$ cat config.mk
export PLATFORM = sky130hd
export DESIGN_NAME = core_instruction_execute
export DESIGN_NICKNAME = d
export VERILOG_FILES = /design/src/design/exec_pkg.sv /design/src/design/core_instruction_execute.sv
export SDC_FILE = /design/constraint.sdc
export NUM_CORES = 1
export LEC_CHECK = 0
export BUFFER_PORTS_ARGS = -buffer_cell sky130_fd_sc_hd__buf_2
export CORE_UTILIZATION = 58
export CTS_BUF_LIST = sky130_fd_sc_hd__clkbuf_4 sky130_fd_sc_hd__clkbuf_8 sky130_fd_sc_hd__clkbuf_16
export CTS_CLUSTER_SIZE = 24
export DETAILED_ROUTE_END_ITERATION = 10
export GPL_ROUTABILITY_DRIVEN = 0
export GPL_TIMING_DRIVEN = 0
export PLACE_DENSITY = 0.9
export SLEW_MARGIN = 20
export SYNTH_ARGS = -nofsm -noshare
export SYNTH_HDL_FRONTEND = slang
export SYNTH_SLANG_ARGS = --single-unit
$ cat constraint.sdc
create_clock -name clock -period 4.95 [get_ports clock]
set_clock_uncertainty 0.15 [all_clocks]
set_input_delay 0.2475 -clock clock [delete_from_list [all_inputs] [get_ports clock]]
set_output_delay 0.2475 -clock clock [all_outputs]
set_load 0.03 [all_outputs]
$ cat src/design/exec_pkg.sv
// Purpose: shared constants and carriers for the instruction execute block
// Assumes: 14-bit instruction words, 7-bit file address, 13-bit pointer
// Notes: opcode patterns follow the usual mid-range 14-bit encoding
`default_nettype none
package exec_pkg;
   // ----------------------------------------------------------------
   // widths and fields
   // ----------------------------------------------------------------
   localparam int unsigned IW = 14;
   localparam int unsigned FW = 7;
   localparam int unsigned PCW = 13;
   localparam int unsigned KCALLW = 11;
   localparam int unsigned DBIT = 7;
   localparam int unsigned BPOS_LO = 7;
   localparam int unsigned LATCH_HI = 4;
   localparam int unsigned LATCH_LO = 3;
   localparam int unsigned NIBBLE = 4;
   localparam logic [PCW-1:0] RESET_PTR = 13'h0000;
   localparam logic [7:0] RESET_ACC = 8'h00;
   // file addresses of special registers; chosen, not given
   localparam logic [FW-1:0] TIMER_ZERO_ADDR = 7'h01;
   localparam logic [FW-1:0] PORT_LO_ADDR = 7'h05;
   localparam logic [FW-1:0] PORT_HI_ADDR = 7'h07;
   // ----------------------------------------------------------------
   // opcode patterns
   // ----------------------------------------------------------------
   localparam logic [5:0] OP_ADD_FILE = 6'h07;
   localparam logic [5:0] OP_AND_FILE = 6'h05;
   localparam logic [3:0] OP_SET_BIT = 4'h5;
   localparam logic [3:0] OP_SKIP_LOW = 4'h6;
   localparam logic [3:0] OP_SKIP_HIGH = 4'h7;
   localparam logic [5:0] OP_AND_LIT = 6'h39;
   localparam logic [2:0] OP_CALL = 3'h4;

   typedef enum logic [2:0] {
      K_NONE, K_ADD, K_AND_F, K_AND_L, K_SET, K_SKIP_LO, K_SKIP_HI, K_CALL
   } kind_t;

   typedef struct packed {
      logic c;
      logic half_borrow;
      logic z;
   } flags_t;

   typedef struct packed {
      logic en;
      logic [FW-1:0] addr;
      logic [7:0] data;
   } file_wr_t;
endpackage : exec_pkg
`default_nettype wire

$ cat src/design/core_instruction_execute.sv
// Purpose: execute add, and, bit set, bit test skip and call
// Assumes: one instruction per clock enable; file read is combinational
// Notes: other instructions retire as a plain single cycle
// Contract
// RL1 - add accumulator to file, choose destination
// RL2 - set one file bit, flags untouched
// RL3 - and literal into accumulator, zero only
// RL4 - and accumulator with file, zero only
// RL5 - skip next when tested bit is zero
// RL6 - skip next when tested bit is one
// RL7 - call pushes return, loads target and latch
// RL8 - call takes two cycles, no flags
// RL9 - port read-modify-write sources the pins
// RL10 - writing timer count clears its prescaler; the code clears it only while prescaler_to_timer is set
// RL11 - carry, half carry and zero on add
`default_nettype none
module core_instruction_execute (
   input wire logic clock,
   input wire logic arst_n,
   input wire logic [exec_pkg::IW-1:0] instr,
   input wire logic instr_valid,
   input wire logic [7:0] file_rdata,
   input wire logic [7:0] pin_rdata,
   input wire logic [4:0] upper_pointer_latch,
   input wire logic prescaler_to_timer,
   output logic [exec_pkg::FW-1:0] file_raddr,
   output exec_pkg::file_wr_t file_wr,
   output logic [7:0] acc,
   output exec_pkg::flags_t flags,
   output logic [exec_pkg::PCW-1:0] program_counter,
   output logic push_valid,
   output logic [exec_pkg::PCW-1:0] stack_top,
   output logic prescaler_clear,
   output logic instr_ready
);
   // ----------------------------------------------------------------
   // decode
   // ----------------------------------------------------------------
   function automatic exec_pkg::kind_t decode(
      input logic [exec_pkg::IW-1:0] w);
      decode = exec_pkg::K_NONE;
      if (w[13:8] == exec_pkg::OP_ADD_FILE) decode = exec_pkg::K_ADD;
      else if (w[13:8] == exec_pkg::OP_AND_FILE) decode = exec_pkg::K_AND_F;
      else if (w[13:8] == exec_pkg::OP_AND_LIT) decode = exec_pkg::K_AND_L;
      else if (w[13:10] == exec_pkg::OP_SET_BIT) decode = exec_pkg::K_SET;
      else if (w[13:10] == exec_pkg::OP_SKIP_LOW)
         decode = exec_pkg::K_SKIP_LO;
      else if (w[13:10] == exec_pkg::OP_SKIP_HIGH)
         decode = exec_pkg::K_SKIP_HI;
      else if (w[13:11] == exec_pkg::OP_CALL) decode = exec_pkg::K_CALL;
   endfunction : decode

   function automatic logic is_port(input logic [exec_pkg::FW-1:0] a);
      is_port = (a >= exec_pkg::PORT_LO_ADDR) &&
         (a <= exec_pkg::PORT_HI_ADDR);
   endfunction : is_port

   // a taken skip or a call spends its second cycle in one of the no-op states
   typedef enum logic [1:0] {S_RUN, S_SKIP_NOP, S_CALL_NOP} state_t;

   state_t state_q, state_d;
   logic [7:0] acc_q, acc_d;
   exec_pkg::flags_t flags_q, flags_d;
   logic [exec_pkg::PCW-1:0] ptr_q, ptr_d;
   exec_pkg::file_wr_t wr_q, wr_d;
   logic push_q, push_d;
   logic [exec_pkg::PCW-1:0] ret_q, ret_d;
   logic pclr_q, pclr_d;
   logic [7:0] pin_meta_q, pin_sync_q;

   exec_pkg::kind_t kind;
   logic [exec_pkg::FW-1:0] faddr;
   logic [2:0] bpos;
   logic to_file;
   logic [7:0] src;
   logic [8:0] sum;
   logic [4:0] half;
   logic [7:0] res;
   logic tested;

   assign kind = decode(instr);
   assign faddr = instr[exec_pkg::FW-1:0];
   assign bpos = instr[exec_pkg::BPOS_LO+2:exec_pkg::BPOS_LO];
   assign to_file = instr[exec_pkg::DBIT];
   assign file_raddr = faddr;
   assign src = is_port(faddr) ? pin_sync_q : file_rdata; // RL9
   assign tested = src[bpos];

   // ----------------------------------------------------------------
   // pin synchroniser
   // ----------------------------------------------------------------
   // pins move with no regard to this clock, so their levels pass two
   // flip-flops first; the addressed port must hold its pins for two
   // clocks before a word that reads it back
   always_ff @(posedge clock or negedge arst_n) begin
      if (!arst_n) begin
         pin_meta_q <= '0;
         pin_sync_q <= '0;
      end else begin
         pin_meta_q <= pin_rdata;
         pin_sync_q <= pin_meta_q;
      end
   end

   // ----------------------------------------------------------------
   // next state
   // ----------------------------------------------------------------
   always_comb begin
      state_d = state_q;
      acc_d = acc_q;
      flags_d = flags_q;
      ptr_d = ptr_q;
      wr_d = '0;
      push_d = 1'b0;
      ret_d = ret_q;
      pclr_d = 1'b0;
      sum = {1'b0, acc_q} + {1'b0, src};
      half = {1'b0, acc_q[exec_pkg::NIBBLE-1:0]} +
         {1'b0, src[exec_pkg::NIBBLE-1:0]};
      res = '0;
      unique case (state_q)
         S_SKIP_NOP: begin
            // the skipped word is dropped but still costs its slot
            state_d = S_RUN; // RL5 RL6
            ptr_d = ptr_q + 13'h0001;
         end
         S_CALL_NOP: begin
            // target already loaded; the pointer holds for this cycle
            state_d = S_RUN; // RL8
         end
         S_RUN: begin
            if (instr_valid) begin
               ptr_d = ptr_q + 13'h0001;
               unique case (kind)
                  exec_pkg::K_ADD: begin
                     res = sum[7:0]; // RL1
                     flags_d.c = sum[8]; // RL11
                     flags_d.half_borrow = half[exec_pkg::NIBBLE]; // RL11
                     flags_d.z = (res == 8'h00); // RL11
                  end
                  exec_pkg::K_AND_F: begin
                     res = acc_q & src; // RL4
                     flags_d.z = (res == 8'h00); // RL4
                  end
                  exec_pkg::K_AND_L: begin
                     res = acc_q & instr[7:0]; // RL3
                     flags_d.z = (res == 8'h00); // RL3
                     acc_d = res; // RL3
                  end
                  exec_pkg::K_SET: begin
                     res = src | (8'h01 << bpos); // RL2
                     wr_d = '{en: 1'b1, addr: faddr, data: res}; // RL2
                  end
                  exec_pkg::K_SKIP_LO: begin
                     if (!tested) state_d = S_SKIP_NOP; // RL5
                  end
                  exec_pkg::K_SKIP_HI: begin
                     if (tested) state_d = S_SKIP_NOP; // RL6
                  end
                  exec_pkg::K_CALL: begin
                     ret_d = ptr_q + 13'h0001; // RL7
                     push_d = 1'b1; // RL7
                     ptr_d = {upper_pointer_latch[exec_pkg::LATCH_HI:
                        exec_pkg::LATCH_LO],
                        instr[exec_pkg::KCALLW-1:0]}; // RL7
                     state_d = S_CALL_NOP; // RL8
                  end
                  exec_pkg::K_NONE: begin
                  end
               endcase
               if (kind == exec_pkg::K_ADD || kind == exec_pkg::K_AND_F) begin
                  if (to_file)
                     wr_d = '{en: 1'b1, addr: faddr, data: res}; // RL1 RL4
                  else
                     acc_d = res; // RL1 RL4
               end
               // timer write also clears its prescaler when assigned
               pclr_d = wr_d.en && wr_d.addr == exec_pkg::TIMER_ZERO_ADDR &&
                  prescaler_to_timer; // RL10
            end
         end
      endcase
   end

   // ----------------------------------------------------------------
   // registers
   // ----------------------------------------------------------------
   always_ff @(posedge clock or negedge arst_n) begin
      if (!arst_n) begin
         state_q <= S_RUN;
         acc_q <= exec_pkg::RESET_ACC;
         flags_q <= '0;
         ptr_q <= exec_pkg::RESET_PTR;
         wr_q <= '0;
         push_q <= 1'b0;
         ret_q <= '0;
         pclr_q <= 1'b0;
      end else begin
         state_q <= state_d;
         acc_q <= acc_d;
         flags_q <= flags_d;
         ptr_q <= ptr_d;
         wr_q <= wr_d;
         push_q <= push_d;
         ret_q <= ret_d;
         pclr_q <= pclr_d;
      end
   end

   assign acc = acc_q;
   assign flags = flags_q;
   assign program_counter = ptr_q;
   assign file_wr = wr_q;
   // push lasts one cycle; the pushed address stays until the next call
   assign push_valid = push_q;
   assign stack_top = ret_q;
   assign prescaler_clear = pclr_q;
   // fetched word is consumed only in the run state; a no-op discards it
   assign instr_ready = (state_q == S_RUN);
endmodule : core_instruction_execute
`default_nettype wire

=== Word level (Yosys, flattened, before mapping) ===
Cells that the tools add are included.

* Add/subtract/negate cells: 3
* Magnitude comparators: 3
* Eq/ne operators: 21
* Shift-type cells: 1
* Mux-type cells: 35
* Bitwise logic cells: 3
* Reductions and logical operators: 17

{| class="wikitable"
|+ Operator list
! kind !! count
|-
| 16-bit 2-to-1 mux || 7
|-
| 8-bit 2-to-1 mux || 4
|-
| 8-bit case mux with 4 select lines || 1
|-
| 13-bit 2-to-1 mux || 2
|-
| 13-bit case mux with 2 select lines || 1
|-
| 8-bit zero test || 3
|-
| 3-bit 2-to-1 mux || 7
|-
| 8-bit AND || 2
|-
| 3-bit == test (second input constant) || 5
|-
| 13-bit by 1-bit adder with 13-bit output (second input constant) || 1
|-
| 4-bit by 3-bit == test with 1-bit output (second input constant) || 3
|-
| 6-bit by 3-bit == test with 1-bit output (second input constant) || 2
|-
| 8-bit by 8-bit adder with 9-bit output || 1
|-
| 3-bit AND reduction || 3
|-
| 8-bit bitwise OR || 1
|-
| 1-bit by 3-bit << shifter with 8-bit output (first input constant) || 1
|-
| 7-bit by 1-bit == test with 1-bit output (second input constant) || 1
|-
| 7-bit by 3-bit >= comparator with 1-bit output (second input constant) || 1
|-
| 7-bit by 3-bit <= comparator with 1-bit output (second input constant) || 1
|-
| 3-bit by 2-bit == test with 1-bit output (second input constant) || 2
|-
| 6-bit == test (second input constant) || 1
|-
| 1-bit 2-to-1 mux || 6
|-
| 2-bit 2-to-1 mux || 3
|-
| 3-bit inequality test (second input constant) || 2
|-
| other kinds (19) || 22
|}

* Flip-flop bits (word level): 73
* Input bits: 39
* Logic and storage cells: 97

=== Logic depth before layout (Yosys ltp) ===
* Word-level depth: 19
* Depth in mapped cells: 13
* Gate-level depth less buffers: 12

=== Worst setup path after synthesis ===
OpenSTA, ideal clock, no wires.

* Path kind: input to register
* From: input instr[3] (netlist bit)
* To: register wr_q, in the netlist file_wr[6]
* Setup time: 85 ps
* Arrival: 2825 ps
* Data required time: 4715 ps
* Slack: 1890 ps
* Cell stages on the path: 13
* Buffers on the path: 1
* Cell sequence: nor4_4 -> and2_4 -> buf_6 -> mux2_2 -> ha_1 -> inv_1 -> fa_1 -> nand2b_1 -> a21oi_1 -> o311ai_0 -> o221ai_1 -> o211a_1 -> o22ai_1

{| class="wikitable"
|+ RTL lines
! what !! line !! text
|-
| from (decl) || core_instruction_execute.sv:20 || <nowiki>input wire logic [exec_pkg::IW-1:0] instr,</nowiki>
|-
| to (signal assigned) || core_instruction_execute.sv:203 || <nowiki>wr_q <= wr_d;</nowiki>
|-
| to (decl) || core_instruction_execute.sv:65 || <nowiki>exec_pkg::file_wr_t wr_q, wr_d;</nowiki>
|}

=== Worst setup path in the final report ===
* From: input instr[3] (netlist bit)
* To: register acc_q[6] (netlist: acc[6])

* Cells in the longest elaborated chain, start to end: 7
* Elaborated cells on any way between the ends: 10
* Classes of those cells: 1 x add/sub; 2 x order compare; 4 x mux; 2 x bitwise; 1 x reduce/logical

{| class="wikitable"
|+ Ends and longest elaborated chain
! what !! line !! text
|-
| 7-bit by 3-bit >= comparator with 1-bit output or 7-bit by 3-bit <= comparator with 1-bit output (tied branches) || core_instruction_execute.sv:54, core_instruction_execute.sv:55 ||
|-
| 1-bit logical AND * || core_instruction_execute.sv:54 || <nowiki>is_port = (a >= exec_pkg::PORT_LO_ADDR) &&</nowiki>
|-
| 8-bit 2-to-1 mux * || core_instruction_execute.sv:86 || <nowiki>assign src = is_port(faddr) ? pin_sync_q : file_rdata;</nowiki>
|-
| 8-bit by 8-bit adder with 9-bit output, or another cell as far along || core_instruction_execute.sv:117 || <nowiki>sum = {1'b0, acc_q} + {1'b0, src};</nowiki>
|-
| 8-bit case mux with 4 select lines * || core_instruction_execute.sv:134 || <nowiki>unique case (kind)</nowiki>
|-
| 8-bit 2-to-1 mux * || core_instruction_execute.sv:172 || <nowiki>if (to_file)</nowiki>
|-
| 8-bit 2-to-1 mux * || core_instruction_execute.sv:171 || <nowiki>if (kind == exec_pkg::K_ADD || kind == exec_pkg::K_AND_F) begin</nowiki>
|-
| to (signal assigned) || core_instruction_execute.sv:191 || <nowiki>acc_q <= exec_pkg::RESET_ACC;</nowiki>
|-
| to (decl) || core_instruction_execute.sv:62 || <nowiki>logic [7:0] acc_q, acc_d;</nowiki>
|}

Every way passes the cells marked *; elsewhere a longest branch is shown, timed or not.
A chain may end at the register's enable or synchronous reset.

==> flow_summary.toml <==
[die]
ioPinCount = 102
start_util = 0.5963
core_area_sq_um = 6756
fp-row-count = 30
chipHeight_microns = 85.35
fp.dieW_microns = 85.35
dieArea_sq_um = 7284

[finish]
drive_above_1_share = 0.2651
areaGrowthSynthToFinish_pct = 22.36
diodes = 0
fin_nets = 592

[yosys]
syn_area_sq_um = 4029
yosysSeqAreaShare = 0.4534
synth.distinct_cells = 62
yosysMostFrequentCell = "dfrtp_1"
syn_nets = 474
synth_edf_count = 0
synth_ff_type = "dfrtp_1"
synth_top_cell_by_area = "dfrtp_1"
ys_warn_count = 0
synth_top_area_share = 0.4534
syn_avg_cell_area_sq_um = 9.480
ys_top_cells_by_area = "dfrtp_1 (45%), o21ai_0 (5.1%), nor2_1 (4.2%)"
netlist_instances = 425
synth_top_cells_by_count = "dfrtp_1 (73), nor2_1 (45), nand2_1 (42)"
ys_ff_latch = 73
async_reset_ff_frac = 1.000

[place]
port_buffers = 97
dp_hpwl_microns = 7884
place_ws_ns = 1.228

[power_and_ir_drop]
power_density_nw_per_um2 = 381.9
cell_internal_pwr_mw = 1.156
power_frac_clock = 0.258
p_leak_nw = 2.389
combPwrFrac = 0.320
switching_power_uw = 726.3
p_sw_frac = 0.3858
peakVddDrop_mv = 0.2700
p_seq_frac = 0.421

[global_route]
grt_pass1_wl_microns = 17840
grt_use_total = 0.3204
grt_pass1_vias = 3749
grt_max_degree = 46
antenna_found_initial = 0
grt_overflow_total = 0

[clock_network]
cts.reportedPaths.clkPinSlew_ns = 0.08
cts_root_buffer = "clkbuf_8"
cts_max_path_buffers = 2
cts_setup_buffers = 0
insertion_delay_ns = 0.36
cts_resized = 0
clock_sinks = 73
cts_max_level = 3
cts_buffers = 9
cts_tree = "done"

[critical_path]
reg2reg_depth = 10
worstReg2RegStart = "pin_sync_q[0]$_DFF_PN0_"
worst-path-max-fanout = 10
critical_path_required_ns = 5.09
worstSetupPathType = "primary input to register"
end_kind = "register"
critPathLaunchType = "primary input"
cp-startpoint = "instr[3]"
crit_arrival_ns = 3.64

[timing]
period_share = 0.7084
fin_hold_ws_ns = 0.01945
slew_viol_final = 0
hold_violations = 0
max_freq_mhz = 285.2
setup_viol = 0
fin_tns_setup_ns = 0
maxSlewHeadroom = 0.5893
fin_crit_ns = 3.506
rsz0062_at_grt = "no"
tightest_slew_ns = 0.6005
layout_setup_ws_ns = 1.444

[drt]
drc = 0
wl_per_cell_microns = 17.48
wirelength_microns = 10960
num_vias = 3852
first_iter_violations = 450
drt.antenna.violating_nets = 0
post_drt_via_cell_ratio = 6.144
dr.pass1.iters = 6

[min_path]
hp-start = "prescaler_to_timer"
whs_path_depth = 2
min_path_type = "primary input to register"

[run_status]
status = "finished, final reports clean"

[run]
maxCapViolations = 0
-- registers in the layout, indices dropped and copies added (netlist names) --
register and cells:
push_valid 1, program_counter 13, prescaler_clear 1, stack_top 13, state_q 2, flags 3
pin_sync_q 8, pin_meta_q 8, acc 8, file_wr 16
-- cells in the final DEF, fill, tap and decap left out, types with 3 or more instances in the layout --
cell,instances
and2_1,10
ha_1,9
nand2_1,42
clkbuf_1,15
clkbuf_8,11
dlygate4sd3_1,9
xor2_1,6
a31oi_1,3
dfrtp_1,73
mux2_2,7
nor2_1,45
or2_2,3
a21o_1,5
mux2i_1,10
buf_4,8
nand3_1,11
o21ai_0,41
o21ba_2,4
o22ai_1,5
nor2b_1,5
a221oi_1,7
nand2b_1,3
buf_2,98
inv_1,10
and3_1,12
xnor2_1,10
o21a_1,3
a22oi_1,5
a21oi_1,26
a32oi_1,4
-- cell type report --
| cell class | instances | area, sq um |
|---|---|---|
| Timing Repair Buffer | 107 | 598.1 |
| Tap cell | 80 | 100.1 |
| Sequential cell | 73 | 1827 |
| Buffer | 25 | 130.1 |
| Clock buffer | 11 | 151.4 |
| Multi-Input combinational cell | 317 | 2034 |
| Fill cell | 512 | 1827 |
| Clock inverter | 4 | 51.30 |
| Inverter | 10 | 37.54 |
-- cell families after synthesis --
family                   after synthesis  synth area share
multiplexers                          17           0.04441
AND/OR/NAND/NOR                      152            0.1991
AO/OA/AOI/OAI                        122            0.1938
buffers and inverters                 35           0.04161
adder cells (fa/ha/maj)               10           0.03292
XOR/XNOR                              16           0.03478
flip-flops                            73            0.4534
-- critical path, cell delays in order --
cell and delay (ns):
buf_2 0.16, nor4_4 0.55, and2_4 0.28, buf_6 0.15, mux2_2 0.37, ha_1 0.23
inv_1 0.08, fa_1 0.19, nand2b_1 0.14, a21oi_1 0.12, o311ai_0 0.46, o221ai_1 0.25
o211a_1 0.28, o21ai_1 0.13
-- power groups by stage --
stage | Clock (mW) | Sequential (mW) | Combinational (mW)
2_1_floorplan | 0 | 0.971 | 0.221
3_3_place_gp | 0 | 0.795 | 0.574
3_5_place_dp | 0 | 0.803 | 0.592
4_1_cts | 0.488 | 0.792 | 0.602
5_1_grt | 0.518 | 0.806 | 0.648
6_report | 0.486 | 0.793 | 0.603
-- per-stage QoR --
stage                     cells  area, sq um  utilization  total power [mW]
after floorplan             425         4029            -             1.192
after global placement      602         4614       0.6830             1.369
after detailed placement    603         4637       0.6863             1.395
after CTS                   627         4930       0.7296             1.881
after global routing        627         4930       0.7296             1.972
final                       627         4930       0.7296             1.883
-- per-layer routing --
metal | track usage | wire [microns] | part of all wire
met1 | 0.4251 | 4421 | 0.40
met2 | 0.5044 | 5058 | 0.46
met3 | 0.08074 | 1132 | 0.10
met4 | 0.1348 | 345 | 0.031
met5 | 0 | 0 | 0
-- worst paths after layout --
path | end | slack, ns
worst max-delay path | acc[6]$_DFFE_PN0P_ | 1.44
worst min-delay path | prescaler_clear$_DFF_PN0_ | 0.02
worst max register to register | acc[6]$_DFFE_PN0P_ | 2.19
worst min register to register | pin_sync_q[5]$_DFF_PN0_ | 0.20
max in group asynchronous | pin_sync_q[0]$_DFF_PN0_ | 3.90
min in group asynchronous | file_wr[4]$_DFF_PN0_ | 0.19
-- timing repair --
item,in CTS,in global routing
endpoints found under the hold margin,36,0
hold buffers,9,0
setup endpoints to repair,0,0
Power figures use the tool's default switching activity.
